File: src/core/ifeb_regs.svh
// Purpose: Offsets, field positions and reset values of the flag bank
// Assumes: Register port with 4-bit word address and 8-bit data
// Notes: Definitions only
`ifndef IFEB_REGS_SVH
`define IFEB_REGS_SVH

// Register offsets (word address)
`define IFEB_OFS_TBU 4'h0
`define IFEB_OFS_HALL 4'h1
`define IFEB_OFS_CAPADC 4'h2
`define IFEB_OFS_PWM 4'h3
`define IFEB_OFS_EDGE 4'h4
`define IFEB_OFS_STAT 4'h5
`define IFEB_OFS_MASK 4'h6

// Implemented bits of each flag/enable register, the edge select and the status/mask pair
`define IFEB_IMPL_TBU 8'hdd
`define IFEB_IMPL_HALL 8'h77
`define IFEB_IMPL_CAPADC 8'hff
`define IFEB_IMPL_PWM 8'hff
`define IFEB_IMPL_EDGE 8'h3f
`define IFEB_IMPL_IRQ 8'h0f

// Field positions: flags in the upper nibble, enables in the lower; Hall edge selects C, B, A at bits 5:4, 3:2, 1:0
`define IFEB_FLAG_LSB 4
`define IFEB_ENA_LSB 0
`define IFEB_EDGE_C_LSB 4
`define IFEB_EDGE_B_LSB 2
`define IFEB_EDGE_A_LSB 0

// Reset values
`define IFEB_RST_BANK 8'h00
`define IFEB_RST_EDGE 8'h00
`define IFEB_RST_IRQ 4'h0
`define IFEB_RST_RDATA 8'h00

`endif

File: src/core/ifeb_pkg.sv
// Purpose: Types shared by the interrupt flag and enable bank
// Assumes: Offsets and reset values live in ifeb_regs.svh
// Notes: Nothing here is imported; users write ifeb_pkg::name
package ifeb_pkg;

    // Hall edge selector encoding
    typedef enum logic [1:0] {
        IFEB_EDGE_OFF,
        IFEB_EDGE_RISE,
        IFEB_EDGE_FALL,
        IFEB_EDGE_BOTH
    } ifeb_edge_e;

    // One-cycle event pulses from the peripherals
    typedef struct packed {
        logic timebase;
        logic group6;
        logic serial;
        logic capture_match;
        logic capture_overflow;
        logic adc_compare;
        logic adc_done;
        logic pwm_period;
        logic [2:0] pwm_duty;
    } ifeb_evt_s;

    // Gated requests toward the core, one nibble per register
    typedef struct packed {
        logic [3:0] tbu;
        logic [3:0] hall;
        logic [3:0] capadc;
        logic [3:0] pwm;
    } ifeb_req_s;

    // Group summary flags for the main interrupt registers
    typedef struct packed {
        logic hall;
        logic capadc;
        logic pwm;
    } ifeb_grp_s;

endpackage : ifeb_pkg

File: src/core/ifeb_bank.sv
// Purpose: Interrupt request flags and enables for time base, group 6,
//          serial port, Hall inputs, capture timer, converter and PWM
// Assumes: All inputs synchronous to clock_i; events are one-cycle pulses
// Notes: Four flag/enable banks plus edge select, status and mask
//
// Summary of operation
// - Group 6 flag at bit 6, its enable at bit 2.
// - Serial event sets flag bit 4; one means pending.
// - Serial request passes only while enable bit 0 is one.
// - Unimplemented bits always read back as zero.
// - Hall C, B, A flags at bits 6, 5, 4, set by own edges.
// - Hall C, B, A enables at bits 2, 1, 0.
// - Capture compare match sets bit 7; enable bit 3.
// - Capture overflow sets bit 6; enable bit 2.
// - Converter compare result sets bit 5; enable bit 1.
// - Conversion end sets bit 4; enable bit 0.
// - PWM period match sets bit 7; enable bit 3.
// - PWM duty matches 2, 1, 0 set bits 6, 5, 4; enables 2, 1, 0.
// - Hall edge select: 00 off, 01 rise, 10 fall, 11 both.
// - Hall, capture/converter and PWM groups each present one summary flag of their enabled requests; time base has none.
//
// Decided for this implementation: the address-and-strobe port and the register offsets.
`timescale 1ns/100ps
`include "ifeb_regs.svh"

module ifeb_bank #(
    parameter int ADDR_W = 4,
    parameter int NBANK = 4
) (
    // Clock and reset
    input wire logic clock_i,
    input wire logic srst_i,
    // Register port
    input wire logic [ADDR_W-1:0] addr_i,
    input wire logic [7:0] wdata_i,
    input wire logic wr_i,
    input wire logic rd_i,
    output logic [7:0] rdata_o,
    // Peripheral events and Hall levels
    input wire ifeb_pkg::ifeb_evt_s evt_i,
    input wire logic hall_c_event_i,
    input wire logic hall_b_event_i,
    input wire logic hall_a_event_i,
    // Requests toward the core
    output ifeb_pkg::ifeb_req_s req_o,
    output ifeb_pkg::ifeb_grp_s grp_o,
    output logic irq_o
);

    // Bank registers: 0 time base/serial, 1 Hall, 2 capture/adc, 3 PWM
    logic [7:0] bank_reg [NBANK];
    logic [7:0] bank_next [NBANK];
    logic [7:0] edge_reg;
    logic [7:0] edge_next;
    logic [2:0] hall_prev_reg;
    logic [3:0] stat_reg;
    logic [3:0] stat_next;
    logic [3:0] mask_reg;
    logic [3:0] mask_next;
    logic [3:0] req_prev_reg [NBANK];
    logic [7:0] rdata_next;

    // Combinational helpers
    logic [7:0] impl_mask [NBANK];
    logic [3:0] bank_evt [NBANK];
    logic [3:0] bank_req [NBANK];
    logic [3:0] bank_rise;
    logic [ADDR_W-1:0] bank_ofs [NBANK];
    logic [NBANK-1:0] bank_wr;
    logic [2:0] hall_now;
    logic [2:0] hall_hit;
    logic [1:0] hall_sel [3];
    logic [1:0] hall_c_edge_select;
    logic [1:0] hall_b_edge_select;
    logic [1:0] hall_a_edge_select;
    logic edge_wr;
    logic stat_wr;
    logic mask_wr;

    // Address decode
    assign bank_ofs[0] = ADDR_W'(`IFEB_OFS_TBU);
    assign bank_ofs[1] = ADDR_W'(`IFEB_OFS_HALL);
    assign bank_ofs[2] = ADDR_W'(`IFEB_OFS_CAPADC);
    assign bank_ofs[3] = ADDR_W'(`IFEB_OFS_PWM);
    assign edge_wr = wr_i && (addr_i == ADDR_W'(`IFEB_OFS_EDGE));
    assign stat_wr = wr_i && (addr_i == ADDR_W'(`IFEB_OFS_STAT));
    assign mask_wr = wr_i && (addr_i == ADDR_W'(`IFEB_OFS_MASK));

    assign impl_mask[0] = `IFEB_IMPL_TBU;
    assign impl_mask[1] = `IFEB_IMPL_HALL;
    assign impl_mask[2] = `IFEB_IMPL_CAPADC;
    assign impl_mask[3] = `IFEB_IMPL_PWM;

    // Hall edge selectors per input, C then B then A
    assign hall_c_edge_select = edge_reg[`IFEB_EDGE_C_LSB +: 2];
    assign hall_b_edge_select = edge_reg[`IFEB_EDGE_B_LSB +: 2];
    assign hall_a_edge_select = edge_reg[`IFEB_EDGE_A_LSB +: 2];
    assign hall_sel[2] = hall_c_edge_select;
    assign hall_sel[1] = hall_b_edge_select;
    assign hall_sel[0] = hall_a_edge_select;
    assign hall_now = {hall_c_event_i, hall_b_event_i, hall_a_event_i};

    generate
        for (genvar h = 0; h < 3; h++) begin : g_hall
            logic rise;
            logic fall;
            assign rise = hall_now[h] && !hall_prev_reg[h];
            assign fall = !hall_now[h] && hall_prev_reg[h];
            assign hall_hit[h] =
                (hall_sel[h] == 2'(ifeb_pkg::IFEB_EDGE_RISE) && rise) ||
                (hall_sel[h] == 2'(ifeb_pkg::IFEB_EDGE_FALL) && fall) ||
                (hall_sel[h] == 2'(ifeb_pkg::IFEB_EDGE_BOTH) && (rise || fall));
        end
    endgenerate

    assign bank_evt[0] = {evt_i.timebase, evt_i.group6, 1'b0, evt_i.serial};
    assign bank_evt[1] = {1'b0, hall_hit};
    assign bank_evt[2] = {evt_i.capture_match, evt_i.capture_overflow,
                          evt_i.adc_compare, evt_i.adc_done};
    assign bank_evt[3] = {evt_i.pwm_period, evt_i.pwm_duty};

    // Flag and enable banks, same structure four times
    generate
        for (genvar b = 0; b < NBANK; b++) begin : g_bank
            logic [7:0] base;
            assign bank_wr[b] = wr_i && (addr_i == bank_ofs[b]);
            assign base = bank_wr[b] ? wdata_i : bank_reg[b];
            // Event set wins over a clearing write in the same cycle
            assign bank_next[b] =
                (base | {bank_evt[b], 4'h0}) & impl_mask[b];
            assign bank_req[b] =
                bank_reg[b][`IFEB_FLAG_LSB +: 4] & bank_reg[b][`IFEB_ENA_LSB +: 4];
            assign bank_rise[b] = |(bank_req[b] & ~req_prev_reg[b]);

            always_ff @(posedge clock_i) begin
                if (srst_i) begin
                    bank_reg[b] <= `IFEB_RST_BANK;
                    req_prev_reg[b] <= 4'h0;
                end else begin
                    bank_reg[b] <= bank_next[b];
                    req_prev_reg[b] <= bank_req[b];
                end
            end
        end
    endgenerate

    // Edge select register
    assign edge_next = edge_wr ? (wdata_i & `IFEB_IMPL_EDGE) : edge_reg;

    // Sticky status, one bit per bank, set on a new request
    // Write one to clear; a new request in the same cycle keeps it set
    assign stat_next = (stat_reg & ~(stat_wr ? wdata_i[3:0] : 4'h0)) | bank_rise;
    assign mask_next = mask_wr ? wdata_i[3:0] : mask_reg;

    // Control registers; Hall history follows the pins so that
    // a level present at reset release is not taken as an edge
    always_ff @(posedge clock_i) begin
        if (srst_i) begin
            edge_reg <= `IFEB_RST_EDGE;
            stat_reg <= `IFEB_RST_IRQ;
            mask_reg <= `IFEB_RST_IRQ;
            hall_prev_reg <= hall_now;
        end else begin
            edge_reg <= edge_next;
            stat_reg <= stat_next;
            mask_reg <= mask_next;
            hall_prev_reg <= hall_now;
        end
    end

    // Read mux; unmapped addresses read zero
    always_comb begin
        rdata_next = 8'h00;
        case (addr_i)
            `IFEB_OFS_TBU: rdata_next = bank_reg[0];
            `IFEB_OFS_HALL: rdata_next = bank_reg[1];
            `IFEB_OFS_CAPADC: rdata_next = bank_reg[2];
            `IFEB_OFS_PWM: rdata_next = bank_reg[3];
            `IFEB_OFS_EDGE: rdata_next = edge_reg;
            `IFEB_OFS_STAT: rdata_next = {4'h0, stat_reg};
            `IFEB_OFS_MASK: rdata_next = {4'h0, mask_reg};
            default: rdata_next = 8'h00;
        endcase
    end

    // Read data stands only in the cycle after the strobe
    always_ff @(posedge clock_i) begin
        if (srst_i) begin
            rdata_o <= `IFEB_RST_RDATA;
        end else begin
            rdata_o <= rd_i ? rdata_next : 8'h00;
        end
    end

    // Named register fields, one wire per flag and enable
    // Time-base, group 6 and serial fields
    logic timebase_req_flag;
    logic timebase_req_enable;
    logic group6_req_flag;
    logic group6_req_enable;
    logic serial_req_flag;
    logic serial_req_enable;

    // Hall fields
    logic hall_c_req_flag;
    logic hall_b_req_flag;
    logic hall_a_req_flag;
    logic hall_c_req_enable;
    logic hall_b_req_enable;
    logic hall_a_req_enable;

    // Capture timer and converter fields
    logic capture_match_flag;
    logic capture_overflow_flag;
    logic adc_compare_flag;
    logic adc_done_flag;
    logic capture_match_enable;
    logic capture_overflow_enable;
    logic adc_compare_enable;
    logic adc_done_enable;

    // PWM fields
    logic pwm_period_flag;
    logic pwm_ch2_duty_flag;
    logic pwm_ch1_duty_flag;
    logic pwm_ch0_duty_flag;
    logic pwm_period_enable;
    logic pwm_ch2_duty_enable;
    logic pwm_ch1_duty_enable;
    logic pwm_ch0_duty_enable;

    // Time-base/serial register split into fields
    assign timebase_req_flag = bank_reg[0][`IFEB_FLAG_LSB + 3];
    assign group6_req_flag = bank_reg[0][`IFEB_FLAG_LSB + 2];
    assign serial_req_flag = bank_reg[0][`IFEB_FLAG_LSB + 0];
    assign timebase_req_enable = bank_reg[0][`IFEB_ENA_LSB + 3];
    assign group6_req_enable = bank_reg[0][`IFEB_ENA_LSB + 2];
    assign serial_req_enable = bank_reg[0][`IFEB_ENA_LSB + 0];

    // Hall register split into fields
    assign hall_c_req_flag = bank_reg[1][`IFEB_FLAG_LSB + 2];
    assign hall_b_req_flag = bank_reg[1][`IFEB_FLAG_LSB + 1];
    assign hall_a_req_flag = bank_reg[1][`IFEB_FLAG_LSB + 0];
    assign hall_c_req_enable = bank_reg[1][`IFEB_ENA_LSB + 2];
    assign hall_b_req_enable = bank_reg[1][`IFEB_ENA_LSB + 1];
    assign hall_a_req_enable = bank_reg[1][`IFEB_ENA_LSB + 0];

    // Capture/converter register split into fields
    assign capture_match_flag = bank_reg[2][`IFEB_FLAG_LSB + 3];
    assign capture_overflow_flag = bank_reg[2][`IFEB_FLAG_LSB + 2];
    assign adc_compare_flag = bank_reg[2][`IFEB_FLAG_LSB + 1];
    assign adc_done_flag = bank_reg[2][`IFEB_FLAG_LSB + 0];
    assign capture_match_enable = bank_reg[2][`IFEB_ENA_LSB + 3];
    assign capture_overflow_enable = bank_reg[2][`IFEB_ENA_LSB + 2];
    assign adc_compare_enable = bank_reg[2][`IFEB_ENA_LSB + 1];
    assign adc_done_enable = bank_reg[2][`IFEB_ENA_LSB + 0];

    // PWM register split into fields
    assign pwm_period_flag = bank_reg[3][`IFEB_FLAG_LSB + 3];
    assign pwm_ch2_duty_flag = bank_reg[3][`IFEB_FLAG_LSB + 2];
    assign pwm_ch1_duty_flag = bank_reg[3][`IFEB_FLAG_LSB + 1];
    assign pwm_ch0_duty_flag = bank_reg[3][`IFEB_FLAG_LSB + 0];
    assign pwm_period_enable = bank_reg[3][`IFEB_ENA_LSB + 3];
    assign pwm_ch2_duty_enable = bank_reg[3][`IFEB_ENA_LSB + 2];
    assign pwm_ch1_duty_enable = bank_reg[3][`IFEB_ENA_LSB + 1];
    assign pwm_ch0_duty_enable = bank_reg[3][`IFEB_ENA_LSB + 0];

    // request outputs, flag and enable per source
    // Built from registers only, so no glitch from the event pins
    assign req_o.tbu = {timebase_req_flag & timebase_req_enable,
                        group6_req_flag & group6_req_enable,
                        1'b0,
                        serial_req_flag & serial_req_enable};
    assign req_o.hall = {1'b0,
                         hall_c_req_flag & hall_c_req_enable,
                         hall_b_req_flag & hall_b_req_enable,
                         hall_a_req_flag & hall_a_req_enable};
    assign req_o.capadc = {capture_match_flag & capture_match_enable,
                           capture_overflow_flag & capture_overflow_enable,
                           adc_compare_flag & adc_compare_enable,
                           adc_done_flag & adc_done_enable};
    assign req_o.pwm = {pwm_period_flag & pwm_period_enable,
                        pwm_ch2_duty_flag & pwm_ch2_duty_enable,
                        pwm_ch1_duty_flag & pwm_ch1_duty_enable,
                        pwm_ch0_duty_flag & pwm_ch0_duty_enable};

    assign grp_o.hall = |bank_req[1];
    assign grp_o.capadc = |bank_req[2];
    assign grp_o.pwm = |bank_req[3];

    // Level interrupt while any unmasked status bit is set
    assign irq_o = |(stat_reg & mask_reg);

endmodule // ifeb_bank

File: config.mk
export PLATFORM = sky130hd
export DESIGN_NAME = ifeb_bank
export DESIGN_NICKNAME = d
export VERILOG_FILES = /design/src/core/ifeb_pkg.sv /design/src/core/ifeb_bank.sv
export VERILOG_INCLUDE_DIRS = /design/src /design/src/core
export SDC_FILE = /design/constraint.sdc
export NUM_CORES = 1
export LEC_CHECK = 0
export BUFFER_PORTS_ARGS = -buffer_cell sky130_fd_sc_hd__buf_4
export CAP_MARGIN = 20
export CORE_UTILIZATION = 35
export CTS_CLUSTER_SIZE = 40
export DETAILED_ROUTE_END_ITERATION = 12
export PLACE_DENSITY_LB_ADDON = 0.1
export REMOVE_ABC_BUFFERS = 1
export SYNTH_ARGS = -nofsm -noshare
export SYNTH_HDL_FRONTEND = slang
export SYNTH_SLANG_ARGS = --single-unit
File: constraint.sdc
create_clock -name clock_i -period 3.2 [get_ports clock_i]
set_input_delay 0.64 -clock clock_i [delete_from_list [all_inputs] [get_ports clock_i]]
set_output_delay 0.64 -clock clock_i [all_outputs]
set_load 0.02 [all_outputs]
==> flow_metrics.env <==
export IMPL_detail_route_antenna_nets=0
export IMPL_crit_chain="buf_4 -> nor3b_4 -> and2_1 -> mux2i_1 -> a21oi_1"
export IMPL_ir_worst_vdd_mv=0.167
export IMPL_fin_tns_setup_ps=0
export IMPL_criticalPathCategory="input port to flop"
export IMPL_largest_reg_flops=28
export IMPL_cp_data_required_time_ps=3420
export IMPL_grt_use_total_pct=19.0
export IMPL_power_frac_comb_pct=8.0
export IMPL_outcome="finished, final reports clean"
export IMPL_area_delta_synth_final_pct=22.2
export IMPL_ios=58
export IMPL_clock_skew_ps=6.80
export IMPL_critPathLaunchType="input port"
export IMPL_io_buffers=55
export IMPL_report_final_slew_viol_count=0
export IMPL_setup_violations=0
export IMPL_pwr_share_seq_pct=49.3
export IMPL_placed_area_sq_um=3420
export IMPL_hold_path_class="input port to flop"
export IMPL_rsz0062_at_grt="no"
export IMPL_antenna_found_initial=0
export IMPL_synth_xor_area_share_pct=0
export IMPL_wl_per_cell_um=15.6
export IMPL_netSwitchingFraction_pct=25.1
export IMPL_critical_path_slowest_cell="and2_1"
export IMPL_grt_max_degree=59
export IMPL_cts_tree="done"
export IMPL_grt_pass1_wl_um=12500
export IMPL_crit_buf_inv=1
export IMPL_die_height_um=94.1
export IMPL_cpPeakStageDelay_ps=530
export IMPL_antenna_cells=0
export IMPL_drt_wl_total_um=7740
export IMPL_final_common_cell="dfxtp_1"
export IMPL_period_share_pct=61.9
export IMPL_drv_cap=0
export IMPL_whs_ps=402
export IMPL_hold_buffers=0
export IMPL_clockBufferDepth=2
export IMPL_first_iter_violations=139
export IMPL_insertion_delay_ps=360
export IMPL_ys_ff_latch=67
export IMPL_synthMuxAreaShare_pct=13.5
export IMPL_relSlewSlack_pct=59.7
export IMPL_synthAdderAreaFrac_pct=2.53
export IMPL_leakage_uw=0.00166
export IMPL_final_cell_mix="dfxtp_1, buf_4, nor2_1"
export IMPL_initial_utilization_pct=36.1
export IMPL_coreArea_sq_um=8220
export IMPL_place_gp_congestion=0.829
export IMPL_synthesis_area_sq_um=2970
export IMPL_async_flop_share_pct=0
export IMPL_synth_edf_count=0
export IMPL_synth_compound_area_share_pct=12.6
export IMPL_drive_gt1_share_pct=20.8
export IMPL_path_delay_family="simple AND/OR/NAND/NOR gates"
export IMPL_layoutNonFillerInstCount=495
export IMPL_vias=2498
export IMPL_drc=0
export IMPL_rows=33
export IMPL_yosysSeqAreaShare_pct=45.2
export IMPL_period_minus_slack_ps=1980
export IMPL_die_x_um=94.1
export IMPL_cts_root_buf="clkbuf_8"
export IMPL_die_area_sq_um=8860
export IMPL_post_cts_buffers=0
export IMPL_max_slew_worst_pin_slew_ps=605
export IMPL_p_per_area_nw_per_um2=485
export IMPL_p_int_uw=1320
export IMPL_synthSimpleGateAreaFrac_pct=18.3
export IMPL_synth_cell_types=38
export IMPL_nets=421
export IMPL_ys_flop_type="dfxtp_1"
export IMPL_ctsResizeCount=0
export IMPL_final_hold_viol_count=0
export IMPL_p_sw_uw=442
export IMPL_grt_pass1_vias=2360
export IMPL_ys_warn_count=0
export IMPL_path_clk_slew_ps=70
export IMPL_htree_levels=3
export IMPL_dp_hpwl_um=5540
export IMPL_syn_avg_cell_area_sq_um=8.81
export IMPL_clock_power_share_pct=42.6
export IMPL_synthCells=337
export IMPL_place_inst=479
export IMPL_synth_top_family_by_area="simple AND/OR/NAND/NOR gates"
export IMPL_timing_fmax_ghz=0.505
export IMPL_worstPathArrival_ps=2200
export IMPL_final_area_sq_um=3630
export IMPL_clkSinkCount=67
export IMPL_firstDrtPassIters=7
export IMPL_grt_overflow=0
export IMPL_cp_max_fo=17
export IMPL_vias_per_cell=5.05
export IMPL_cts_made_buffers=9
export IMPL_crit_path_end_kind="flop"
cell usage after synthesis, types with 3 or more instances:
cell type	number	area share (%)
a211oi_1	5	1.3
a21oi_1	23	3.9
a22o_1	3	0.89
a22oi_1	6	1.5
a31oi_1	5	1.1
and2_1	4	0.84
buf_2	9	1.5
buf_4	4	1.0
clkbuf_1	5	0.63
dfxtp_1	67	45
ha_1	6	2.5
inv_1	32	4.0
mux2_2	5	1.9
mux2i_1	30	10
nand2_1	33	4.2
nand3_1	17	2.9
nand3b_1	5	1.3
nor2_1	41	5.2
nor2b_1	5	1.1
o211ai_1	3	0.76
o22ai_1	6	1.3
power groups by stage:
stage	Sequential [uW]	Combinational, uW	Clock (uW)
finish	869	141	751
global route	871	155	800
CTS	869	142	763
floorplan	882	63.8	0
global placement	888	141	0
detailed placement	888	142	0
cell type report:
class / count / area (sq um)
fillers: 840 / 4590
multi-input cells: 219 / 1400
flip-flops and latches: 67 / 1340
repair buffers: 56 / 420
clock buffers: 11 / 151
well taps: 105 / 131
inverters: 32 / 120
clock inverters: 5 / 60.1
logic make-up after synthesis:
kind of cell / after synthesis
other cells: 1
fa+ha+maj: 6
simple gates: 116
mux: 37
flops: 67
buf+inv: 52
compound gates: 58
through the flow:
step                worst slack, ps  total power (uW)  util, %
CTS                            1250              1770     44.1
floorplan                      1330               946        -
detailed placement              881              1030     41.6
global route                   1120              1830     44.1
global placement                922              1030     41.6
finish                         1220              1760     44.1
per-layer routing:
layer	share of wire, %	up-vias	track usage, %	routed length (um)
li1	-	1236	-	-
met1	48	1155	25.6	3700
met2	44	91	28.2	3390
met3	6.3	16	5.18	485
met4	2.1	0	8.72	165
met5	0	-	0	0
final timing paths:
| path | cells after the start | startpoint | slack, ps | to |
|---|---|---|---|---|
| worst max register to register | 3 | bank_reg[2][4] | 2080 | rdata_o[4] |
| worst min-delay path | 1 | hall_c_event_i | 400 | hall_prev_reg[2] |
| worst min register to register | 2 | bank_reg[1][2] | 480 | bank_reg[1][2] |
| worst max-delay path | 5 | addr_i[2] | 1220 | bank_reg[3][6] |
Power figures use the tool's default switching activity.
